--- config.mk ---
export PLATFORM = sky130hd
export DESIGN_NAME = sfrs_top
export DESIGN_NICKNAME = d
export VERILOG_FILES = /design/src/sfrs_pkg.sv /design/src/sfrs_top.sv /design/src/sfrs_cmd_rx.sv
export VERILOG_INCLUDE_DIRS = /design/src
export SDC_FILE = /design/constraint.sdc
export NUM_CORES = 1
export LEC_CHECK = 0
export BUFFER_PORTS_ARGS = -buffer_cell sky130_fd_sc_hd__buf_4
export CAP_MARGIN = 20
export CELL_PAD_IN_SITES_DETAIL_PLACEMENT = 0
export CELL_PAD_IN_SITES_GLOBAL_PLACEMENT = 1
export CORE_ASPECT_RATIO = 0.9
export CORE_MARGIN = 2
export CORE_UTILIZATION = 49
export CTS_CLUSTER_SIZE = 16
export DETAILED_ROUTE_END_ITERATION = 6
export PLACE_DENSITY_LB_ADDON = 0.25
export SLEW_MARGIN = 10
export SYNTH_ARGS = -nofsm -noshare
export SYNTH_HDL_FRONTEND = slang
export SYNTH_SLANG_ARGS = --single-unit
--- constraint.sdc ---
create_clock -name clk_in -period 2.87 [get_ports clk_in]
set_input_delay 0.1435 -clock clk_in [delete_from_list [all_inputs] [get_ports clk_in]]
set_output_delay 0.1435 -clock clk_in [all_outputs]
set_load 0.02 [all_outputs]
--- src/sfrs_params.svh ---
// timing constants and command codes for the flash reset sequencer
// assumes a 250 MHz core clock (4 ns period)
`ifndef SFRS_PARAMS_SVH
`define SFRS_PARAMS_SVH
`define SFRS_CLK_PS                  4000
`define SFRS_POWER_UP_DELAY_US       1750
`define SFRS_WARM_RESET_DURATION_US  1500
`define SFRS_RESET_PULSE_MIN_NS      200
`define SFRS_POWER_UP_CYC   ((`SFRS_POWER_UP_DELAY_US * 1000000) / `SFRS_CLK_PS)
`define SFRS_WARM_CYC       ((`SFRS_WARM_RESET_DURATION_US * 1000000) / `SFRS_CLK_PS)
`define SFRS_PULSE_CYC      (((`SFRS_RESET_PULSE_MIN_NS * 1000) / `SFRS_CLK_PS) + 1)
`define SFRS_SOFT_RESET_CYC  64
`define SFRS_CMD_ARM        8'h66
`define SFRS_CMD_EXEC       8'h99
`define SFRS_CNT_W          20
`endif

--- src/sfrs_pkg.sv ---
// types for the flash reset sequencer
package sfrs_pkg;
   typedef enum logic [4:0] {
      SFRS_ST_POR   = 5'h01,
      SFRS_ST_HOLD  = 5'h02,
      SFRS_ST_READY = 5'h04,
      SFRS_ST_WARM  = 5'h08,
      SFRS_ST_SOFT  = 5'h10
   } sfrs_state_t;
endpackage

--- src/sfrs_top.sv ---
// reset sequencer for a serial nor flash: power-on, warm pin reset, soft reset
// assumes cs, sck, si and reset pin come from the host asynchronously
`timescale 1ns/1ns
`include "sfrs_params.svh"
// Function
// - reset pin low during soft reset is ignored
// - pin reset during program or register write flags page as corrupted; soft reset only aborts
// - power-on initialisation runs until power-up delay has elapsed
// - reset pin ignored while power-on initialisation runs
// - pin low at end of power-up holds reset; release after 1.5 ms
// - hardware reset starts only after pin low longer than 200 ns
// - warm reset restores registers like power-on, shorter sequence
// - warm reset lasts 1.5 ms; no selection accepted before that
// - failed power-on makes next pin low rerun full power-on sequence
// - soft reset is arm 66h then execute 99h; a pin low over 200 ns in the same cycle takes priority
module sfrs_top
   import sfrs_pkg::*;
#(
   parameter int unsigned POWER_UP_CYC = `SFRS_POWER_UP_CYC,
   parameter int unsigned WARM_CYC     = `SFRS_WARM_CYC
)
(
   // clock and reset
   input  wire logic       clk_in,
   input  wire logic       sys_rst_in,
   // host pins
   input  wire logic       cs_n_in,
   input  wire logic       sck_in,
   input  wire logic       si_in,
   input  wire logic       reset_n_in,
   // core status
   input  wire logic       op_busy_in,
   input  wire logic       op_page_write_in,
   input  wire logic       por_fail_in,
   // sequencer outputs
   output logic            ready_out,
   output logic            core_rst_out,
   output logic            op_abort_out,
   output logic            page_corrupt_out,
   output logic            rst_pending_out
);
   localparam logic [`SFRS_CNT_W-1:0] PU_LAST = POWER_UP_CYC[`SFRS_CNT_W-1:0] - 1'b1;
   localparam logic [`SFRS_CNT_W-1:0] WM_LAST = WARM_CYC[`SFRS_CNT_W-1:0] - 1'b1;
   localparam logic [7:0] PULSE_CYC = 8'(`SFRS_PULSE_CYC);
   localparam logic [`SFRS_CNT_W-1:0] SOFT_LAST = `SFRS_CNT_W'(`SFRS_SOFT_RESET_CYC - 1);

   typedef struct packed {
      logic [1:0]            cs_s;
      logic [1:0]            sck_s;
      logic [1:0]            si_s;
      logic [1:0]            rst_s;
      sfrs_state_t           st;
      logic [`SFRS_CNT_W-1:0] cnt;
      logic [7:0]            low_cnt;
      logic                  armed;
      logic                  por_bad;
      logic                  ready;
      logic                  core_rst;
      logic                  abort;
      logic                  corrupt;
      logic                  pending;
   } sfrs_top_t;
   sfrs_top_t s_q, s_d;

   logic       rx_vld;
   logic [7:0] rx_byte;
   logic       pin_low;
   logic       pulse_ok;

   // only stage two of each synchroniser is read
   sfrs_cmd_rx u_rx (
      .clk_in       (clk_in),
      .sys_rst_in   (sys_rst_in),
      .cs_n_in      (s_q.cs_s[1]),
      .sck_in       (s_q.sck_s[1]),
      .si_in        (s_q.si_s[1]),
      .byte_vld_out (rx_vld),
      .byte_out     (rx_byte)
   );

   assign pin_low  = !s_q.rst_s[1];
   assign pulse_ok = pin_low && (s_q.low_cnt >= PULSE_CYC);

   function automatic logic [`SFRS_CNT_W-1:0] cnt_inc(input logic [`SFRS_CNT_W-1:0] c);
      cnt_inc = c + 1'b1;
   endfunction

   always_comb
   begin
      s_d = s_q;
      s_d.cs_s  = {s_q.cs_s[0], cs_n_in};
      s_d.sck_s = {s_q.sck_s[0], sck_in};
      s_d.si_s  = {s_q.si_s[0], si_in};
      s_d.rst_s = {s_q.rst_s[0], reset_n_in};
      s_d.abort = 1'b0;
      // pulse width filter on the pin
      if (!pin_low)
         s_d.low_cnt = 8'h00;
      else if (s_q.low_cnt != 8'hFF)
         s_d.low_cnt = s_q.low_cnt + 8'h01;
      case (s_q.st)
         SFRS_ST_POR:
         begin
            // pin only looked at on the last power-up cycle, power-on owns the device
            s_d.core_rst = 1'b1;
            s_d.cnt = cnt_inc(s_q.cnt);
            if (s_q.cnt == PU_LAST)
            begin
               s_d.cnt = '0;
               s_d.por_bad = por_fail_in;
               s_d.st = pin_low ? SFRS_ST_HOLD : SFRS_ST_READY;
               s_d.ready = !pin_low;
               s_d.core_rst = pin_low;
               s_d.pending = pin_low;
            end
         end
         SFRS_ST_HOLD:
         begin
            // pin still low past power-up or after a pin reset pulse: warm-length hold after release
            if (!pin_low)
            begin
               s_d.cnt = '0;
               s_d.st = SFRS_ST_WARM;
            end
         end
         SFRS_ST_READY:
         begin
            if (rx_vld && rx_byte == `SFRS_CMD_ARM)
               s_d.armed = 1'b1;
            else if (rx_vld && rx_byte == `SFRS_CMD_EXEC && s_q.armed)
            begin
               s_d.armed = 1'b0;
               s_d.cnt = '0;
               s_d.st = SFRS_ST_SOFT;
               s_d.ready = 1'b0;
               s_d.core_rst = 1'b1;
               s_d.abort = op_busy_in;
            end
            else if (rx_vld)
               s_d.armed = 1'b0;
            if (pulse_ok)
            begin
               s_d.armed = 1'b0;
               s_d.cnt = '0;
               s_d.ready = 1'b0;
               s_d.core_rst = 1'b1;
               s_d.pending = 1'b1;
               s_d.abort = op_busy_in;
               s_d.corrupt = s_q.corrupt || (op_busy_in && op_page_write_in);
               // failed power-on reruns the full sequence
               s_d.st = s_q.por_bad ? SFRS_ST_POR : SFRS_ST_HOLD;
            end
         end
         SFRS_ST_WARM:
         begin
            s_d.cnt = cnt_inc(s_q.cnt);
            if (s_q.cnt == WM_LAST)
            begin
               s_d.st = SFRS_ST_READY;
               s_d.ready = 1'b1;
               s_d.core_rst = 1'b0;
               s_d.pending = 1'b0;
               s_d.cnt = '0;
            end
            else if (pulse_ok)
            begin
               // fresh pulse restarts the hold
               s_d.st = SFRS_ST_HOLD;
            end
         end
         SFRS_ST_SOFT:
         begin
            // pin low here is disregarded
            s_d.cnt = cnt_inc(s_q.cnt);
            if (s_q.cnt == SOFT_LAST)
            begin
               s_d.st = SFRS_ST_READY;
               s_d.ready = 1'b1;
               s_d.core_rst = 1'b0;
               s_d.cnt = '0;
            end
         end
         default:
         begin
            s_d.st = SFRS_ST_POR;
            s_d.cnt = '0;
         end
      endcase
   end

   always_ff @(posedge clk_in or posedge sys_rst_in)
   begin
      if (sys_rst_in)
      begin
         s_q <= '0;
         s_q.cs_s <= 2'h3;
         s_q.rst_s <= 2'h3;
         s_q.st <= SFRS_ST_POR;
         s_q.core_rst <= 1'b1;
         s_q.pending <= 1'b1;
      end
      else
         s_q <= s_d;
   end

   assign ready_out        = s_q.ready;
   assign core_rst_out     = s_q.core_rst;
   assign op_abort_out     = s_q.abort;
   assign page_corrupt_out = s_q.corrupt;
   assign rst_pending_out  = s_q.pending;
endmodule

--- src/sfrs_cmd_rx.sv ---
// spi mode 0 command byte receiver, first byte of each frame only
// assumes inputs already synchronised to clk_in
`timescale 1ns/1ns
`include "sfrs_params.svh"
module sfrs_cmd_rx
   import sfrs_pkg::*;
(
   // clock and reset
   input  wire logic       clk_in,
   input  wire logic       sys_rst_in,
   // synchronised link
   input  wire logic       cs_n_in,
   input  wire logic       sck_in,
   input  wire logic       si_in,
   // decoded byte
   output logic            byte_vld_out,
   output logic [7:0]      byte_out
);
   typedef struct packed {
      logic       sck_prev;
      logic [2:0] cnt;
      logic [7:0] sh;
      logic       done;
      logic       vld;
      logic [7:0] data;
   } sfrs_rx_t;
   sfrs_rx_t s_q, s_d;

   always_comb
   begin
      s_d = s_q;
      s_d.vld = 1'b0;
      s_d.sck_prev = sck_in;
      if (cs_n_in)
      begin
         s_d.cnt = 3'h0;
         s_d.done = 1'b0;
      end
      else if (sck_in && !s_q.sck_prev && !s_q.done)
      begin
         s_d.sh = {s_q.sh[6:0], si_in};
         s_d.cnt = s_q.cnt + 3'h1;
         if (s_q.cnt == 3'h7)
         begin
            s_d.done = 1'b1;
            s_d.vld = 1'b1;
            s_d.data = {s_q.sh[6:0], si_in};
         end
      end
   end

   always_ff @(posedge clk_in or posedge sys_rst_in)
   begin
      if (sys_rst_in)
         s_q <= '0;
      else
         s_q <= s_d;
   end

   assign byte_vld_out = s_q.vld;
   assign byte_out = s_q.data;
endmodule

==> Word level (Yosys, flattened, before mapping) <==
Index checks and enable logic that the tools add are counted.
{ "totals": {"register_bits": 70} }
{ "op_classes": {"n_mux": 34, "reduce_logical": 28, "addsub": 3, "magnitude_cmp": 1, "bitwise": 1, "n_eq_ne": 20} }
{ "ops": {"columns": ["cell", "n"], "rows": [
  ["$mux W25", 6],
  ["$pmux W25 S5", 1],
  ["$eq A20 B19 Y1 const B", 2],
  ["$mux W21", 1],
  ["$add A20 B1 Y20 const B", 1],
  ["$eq A20 B6 Y1 const B", 1],
  ["$mux W20", 1],
  ["$mux W8", 2],
  ["$mux W5", 3],
  ["$mux W3", 4],
  ["$reduce_and A6 Y1", 2],
  ["$mux W10", 1],
  ["$mux W2", 5],
  ["$ne A2 B2 Y1 const B", 5],
  ["$reduce_and A2 Y1", 5],
  ["$mux W9", 1],
  ["$ne A3 B3 Y1 const B", 3],
  ["$add A8 B1 Y8 const B", 1],
  ["$eq A8 B7 Y1 const B", 1],
  ["$eq A8 B8 Y1 const B", 1],
  ["$ge A8 B6 Y1 const B", 1],
  ["$ne A8 B8 Y1 const B", 1],
  ["$pmux W2 S4", 1],
  ["$reduce_bool A4 Y1", 2],
  ["18 further kinds", 35]
]} }

==> Depth between registers and ports, before layout <==
{ "logic_depth": {"depth_word": 7, "mapped_depth": 8, "ltp_nobuf": 7} }

==> Modules after synthesis <==
Synthesis repeated with hierarchy kept, for this count alone.
{ "unflattened": {"hier_cells": 313, "hier_area_um2": 3403.3} }
{ "modules_own_cells": {"columns": ["mod", "area_per_inst_um2", "instances", "cells_each"], "rows": [
  ["sfrs_top", 2524.9, 1, 254],
  ["sfrs_cmd_rx", 878.3, 1, 59]
]} }

==> Least setup slack after synthesis <==
Ideal clock, no wire load.
{ "synth_timing": {"path_type": "register to register", "startpoint": "register s_q[15] (netlist name)", "endpoint": "register s_q[5] (netlist name)", "path_slack_ns": 0.667, "t_arrival_ns": 2.078, "setup_time_ns": 0.125, "required_time_ns": 2.745, "stages_incl_launch_ff": 7, "synth_period_minus_slack_ns": 2.203, "n_path_buf": 0, "cell_sequence": "dfrtp_1 > ha_1 > nand3_1 > or3_4 > or4_1 > nor2_1 > mux2_2"} }
{ "synth_between": {"elab_chain_len": 2} }
{ "synth_lines": {"columns": ["element", "line", "text"], "rows": [
  ["start: declaration", "sfrs_top.sv:63", "sfrs_top_t s_q, s_d;"],
  ["$eq A20 B19 Y1", "sfrs_top.sv:107", "if (s_q.cnt == PU_LAST)"],
  ["$reduce_and A2 Y1 (no source line)", null, null]
]} }
No other way between the ends.
A chain may end at the register's enable or synchronous reset.

==> Worst setup path in the final report <==
{ "layout_timing": {"startpoint": "register s_q[15] (netlist name)", "endpoint": "register s_q[30] (netlist name)"} }
{ "layout_between": {"elab_chain_len": 3} }
{ "layout_lines": {"columns": ["element", "line", "text"], "rows": [
  ["$add A20 B1 Y20 (tied with other cells)", "sfrs_top.sv:85", "cnt_inc = c + 1'b1;"],
  ["$mux W25 (tied with other cells)", "sfrs_top.sv:175", "if (s_q.cnt == SOFT_LAST)"],
  ["$pmux W25 S5 (*)", "sfrs_top.sv:101", "case (s_q.st)"]
]} }
Every way passes the cells marked *; elsewhere a longest branch is shown, timed or not. The select of a mux whose other input is x is not followed.

==> results.json <==
{
  "outcome": "complete, no violations",
  "hp-class": "in -> reg",
  "p_comb_frac": 0.049,
  "worst-path-max-fanout": 11,
  "p_leak_nw": 1.73,
  "cp-start-kind": "flop",
  "power.share.clock": 0.412,
  "layout-drive-gt1-share": 0.216,
  "numClockSinks": 69,
  "drt_wl_total_um": 6580,
  "tns_ns": 0,
  "drt_iter0_markers": 206,
  "fin_ws_ns": 0.240,
  "final_common_cell": "dfrtp_1",
  "routedWlPerCell_um": 15.2,
  "clock_skew_ns": 0.0102,
  "pwr-share-seq": 0.539,
  "fin_nets": 351,
  "met1_length_um": 3200,
  "area_delta_synth_final_pct": 15.1,
  "first_global_vias": 2252,
  "htree_levels": 3,
  "vias": 2410,
  "synth.avg_cell_area_um2": 10.8,
  "cts_buffers": 9,
  "fp.dieH_um": 81.8,
  "criticalPathCategory": "reg -> reg",
  "rsz0062_at_grt": "false",
  "switching_power_mw": 0.479,
  "dr.max_layer_used": "met4",
  "power_mw": 1.97,
  "max_freq_mhz": 380,
  "hold_viol": 0,
  "route.met2.wl_um": 3100,
  "worstPathArrival_ns": 2.85,
  "grt_max_degree": 28,
  "dp_slack_ns": 0.281,
  "setup-violations-final": 0,
  "ys_async_sr_fraction": 1.00,
  "place.gp.congestion": 0.820,
  "port_buffers": 13,
  "synth-seq-cells": 69,
  "place_area_mm2": 0.00354,
  "yosysUniqueCellTypes": 53,
  "drc": 0,
  "start_util": 0.503,
  "fill_cells": 567,
  "netlist_area_mm2": 0.00330,
  "synth_top_area_frac": 0.470,
  "grtUsageTotal": 0.193,
  "swShare": 0.243,
  "synth.area.top_cells": "dfrtp_1, dfstp_2, mux2_2",
  "vias_per_cell": 5.57,
  "post-route-min-period_ns": 2.63,
  "fp.dieW_um": 90.5,
  "antenna_cells": 0,
  "mostFrequentLayoutCells": "dfrtp_1, nor2_1, buf_4",
  "relSlewSlack": 0.635,
  "worstSkewPairLatency_ns": 0.35,
  "num_rows": 28,
  "synthFlopType": "dfrtp_1",
  "dieArea_mm2": 0.00740,
  "clkTransAtPathRegs_ns": 0.08,
  "synth_warnings": 0,
  "drv_slew": 0,
  "power_density_mw_per_mm2": 519,
  "syn-num-nets": 319,
  "worstPathRequired_ns": 3.09,
  "dp_hpwl_um": 4690,
  "synth_edf_count": 0,
  "drtPass1Iterations": 4,
  "drv_cap": 0,
  "fin_crit_sh": 0.916,
  "yosysSeqAreaShare": 0.526,
  "clock-root-buffer": "clkbuf_8",
  "tightest_slew_ns": 0.544,
  "cts_tree": "yes",
  "ios": 14,
  "antenna_found_initial": 0,
  "peakVddDrop_v": 0.000410,
  "wl_met3_um": 209,
  "synthCells": 306,
  "grt_pass1_wl_um": 11100,
  "post_cts_resized": 0,
  "post_cts_buffers": 0,
  "post-route-cell-area_mm2": 0.00380,
  "core_area_mm2": 0.00655,
  "overflow": 0,
  "p_int_mw": 1.49,
  "cts_buffer_depth": 2,
  "synth_top_area_cell": "dfrtp_1",
  "drtAntennaViolNets": 0,
  "hold_ws_ns": 0.0274,
  "end_kind": "flop"
}
cells in the mapped netlist, drive strengths merged, types with 7 or more instances:
| cell type | instances |
|---|---|
| nand4 | 11 |
| xor2 | 12 |
| and3 | 7 |
| nor2 | 26 |
| nor3 | 7 |
| inv | 13 |
| dfrtp | 62 |
| or3 | 10 |
| a21oi | 20 |
| o21ai | 13 |
| nand3 | 16 |
| nand2 | 21 |
| dfstp | 7 |
| mux2 | 16 |
metrics by stage:
step	utilization	std cells
after floorplan	-	306
after global placement	0.540	412
after detailed placement	0.540	412
after CTS	0.579	433
after global routing	0.579	433
final	0.579	433
final timing paths:
check                                 start          endpoint  slack, ns  cells after the start
min reg2reg                         s_d[47]           s_q[47]       0.36                      0
min                        op_page_write_in  page_corrupt_out       0.03                      2
max in group asynchronous        sys_rst_in           s_q[35]       1.77                      4
max reg2reg                         s_q[15]           s_q[30]       0.24                      7
min in group asynchronous        sys_rst_in  u_rx.byte_out[0]       0.35                      3
max                                 s_q[15]           s_q[30]       0.24                      7
power groups by stage:
stage / Sequential (mW) / Clock (mW) / Combinational (mW)
5_1_grt: 1.07 / 0.873 / 0.111
4_1_cts: 1.06 / 0.833 / 0.0991
3_5_place_dp: 1.08 / 0 / 0.0934
6_report: 1.06 / 0.813 / 0.0959
3_3_place_gp: 1.08 / 0 / 0.0886
2_1_floorplan: 1.07 / 0 / 0.0695
critical path, stage by stage, from the launching register on:
cell and delay (ns):
dfrtp_1 0.41, ha_1 0.24, nand3_1 0.17, or3_4 0.40
o41ai_4 0.46, and3_1 0.51, buf_4 0.24, a21oi_1 0.08
final cells by class:
type                            count  area [um^2]  share of cell area
Clock inverter                      7         81.3              0.0214
Multi-Input combinational cell    218         1480               0.390
Timing Repair Buffer               27          215              0.0567
Inverter                           13         48.8              0.0129
Tap cell                           90          113              0.0297
Clock buffer                        9          124              0.0326
Sequential cell                    69         1740               0.457
kinds of logic after synthesis:
kind of cell             Yosys count  share of synthesized area
AO/OA/AOI/OAI                     53                      0.107
XOR/XNOR                          15                     0.0398
adder cells (fa/ha/maj)            4                     0.0152
buffers and inverters             19                     0.0273
flip-flops                        69                      0.526
multiplexers                      19                     0.0637
AND/OR/NAND/NOR                  127                      0.220
registers in the layout (all words and copies together) (netlist names):
| name | count |
|---|---|
| s_q | 39 |
| u_rx.s_q | 12 |
| u_rx.byte_out | 8 |
| s_d | 4 |
| core_rst_out | 1 |
| op_abort_out | 1 |
| page_corrupt_out | 1 |
| ready_out | 1 |
| rst_pending_out | 1 |
| u_rx.byte_vld_out | 1 |
what timing repair did:
item                       4_1_cts  5_1_grt
setup endpoints to repair        0        0
hold endpoints to repair        21        0
hold buffers                     5        0
layer usage:
metal / vias up / GRT usage
li1: 1183 / -
met1: 1185 / 0.261
met2: 34 / 0.306
met3: 8 / 0.0550
met4: 0 / 0.0538
met5: - / 0
Power figures use the tool's default switching activity.
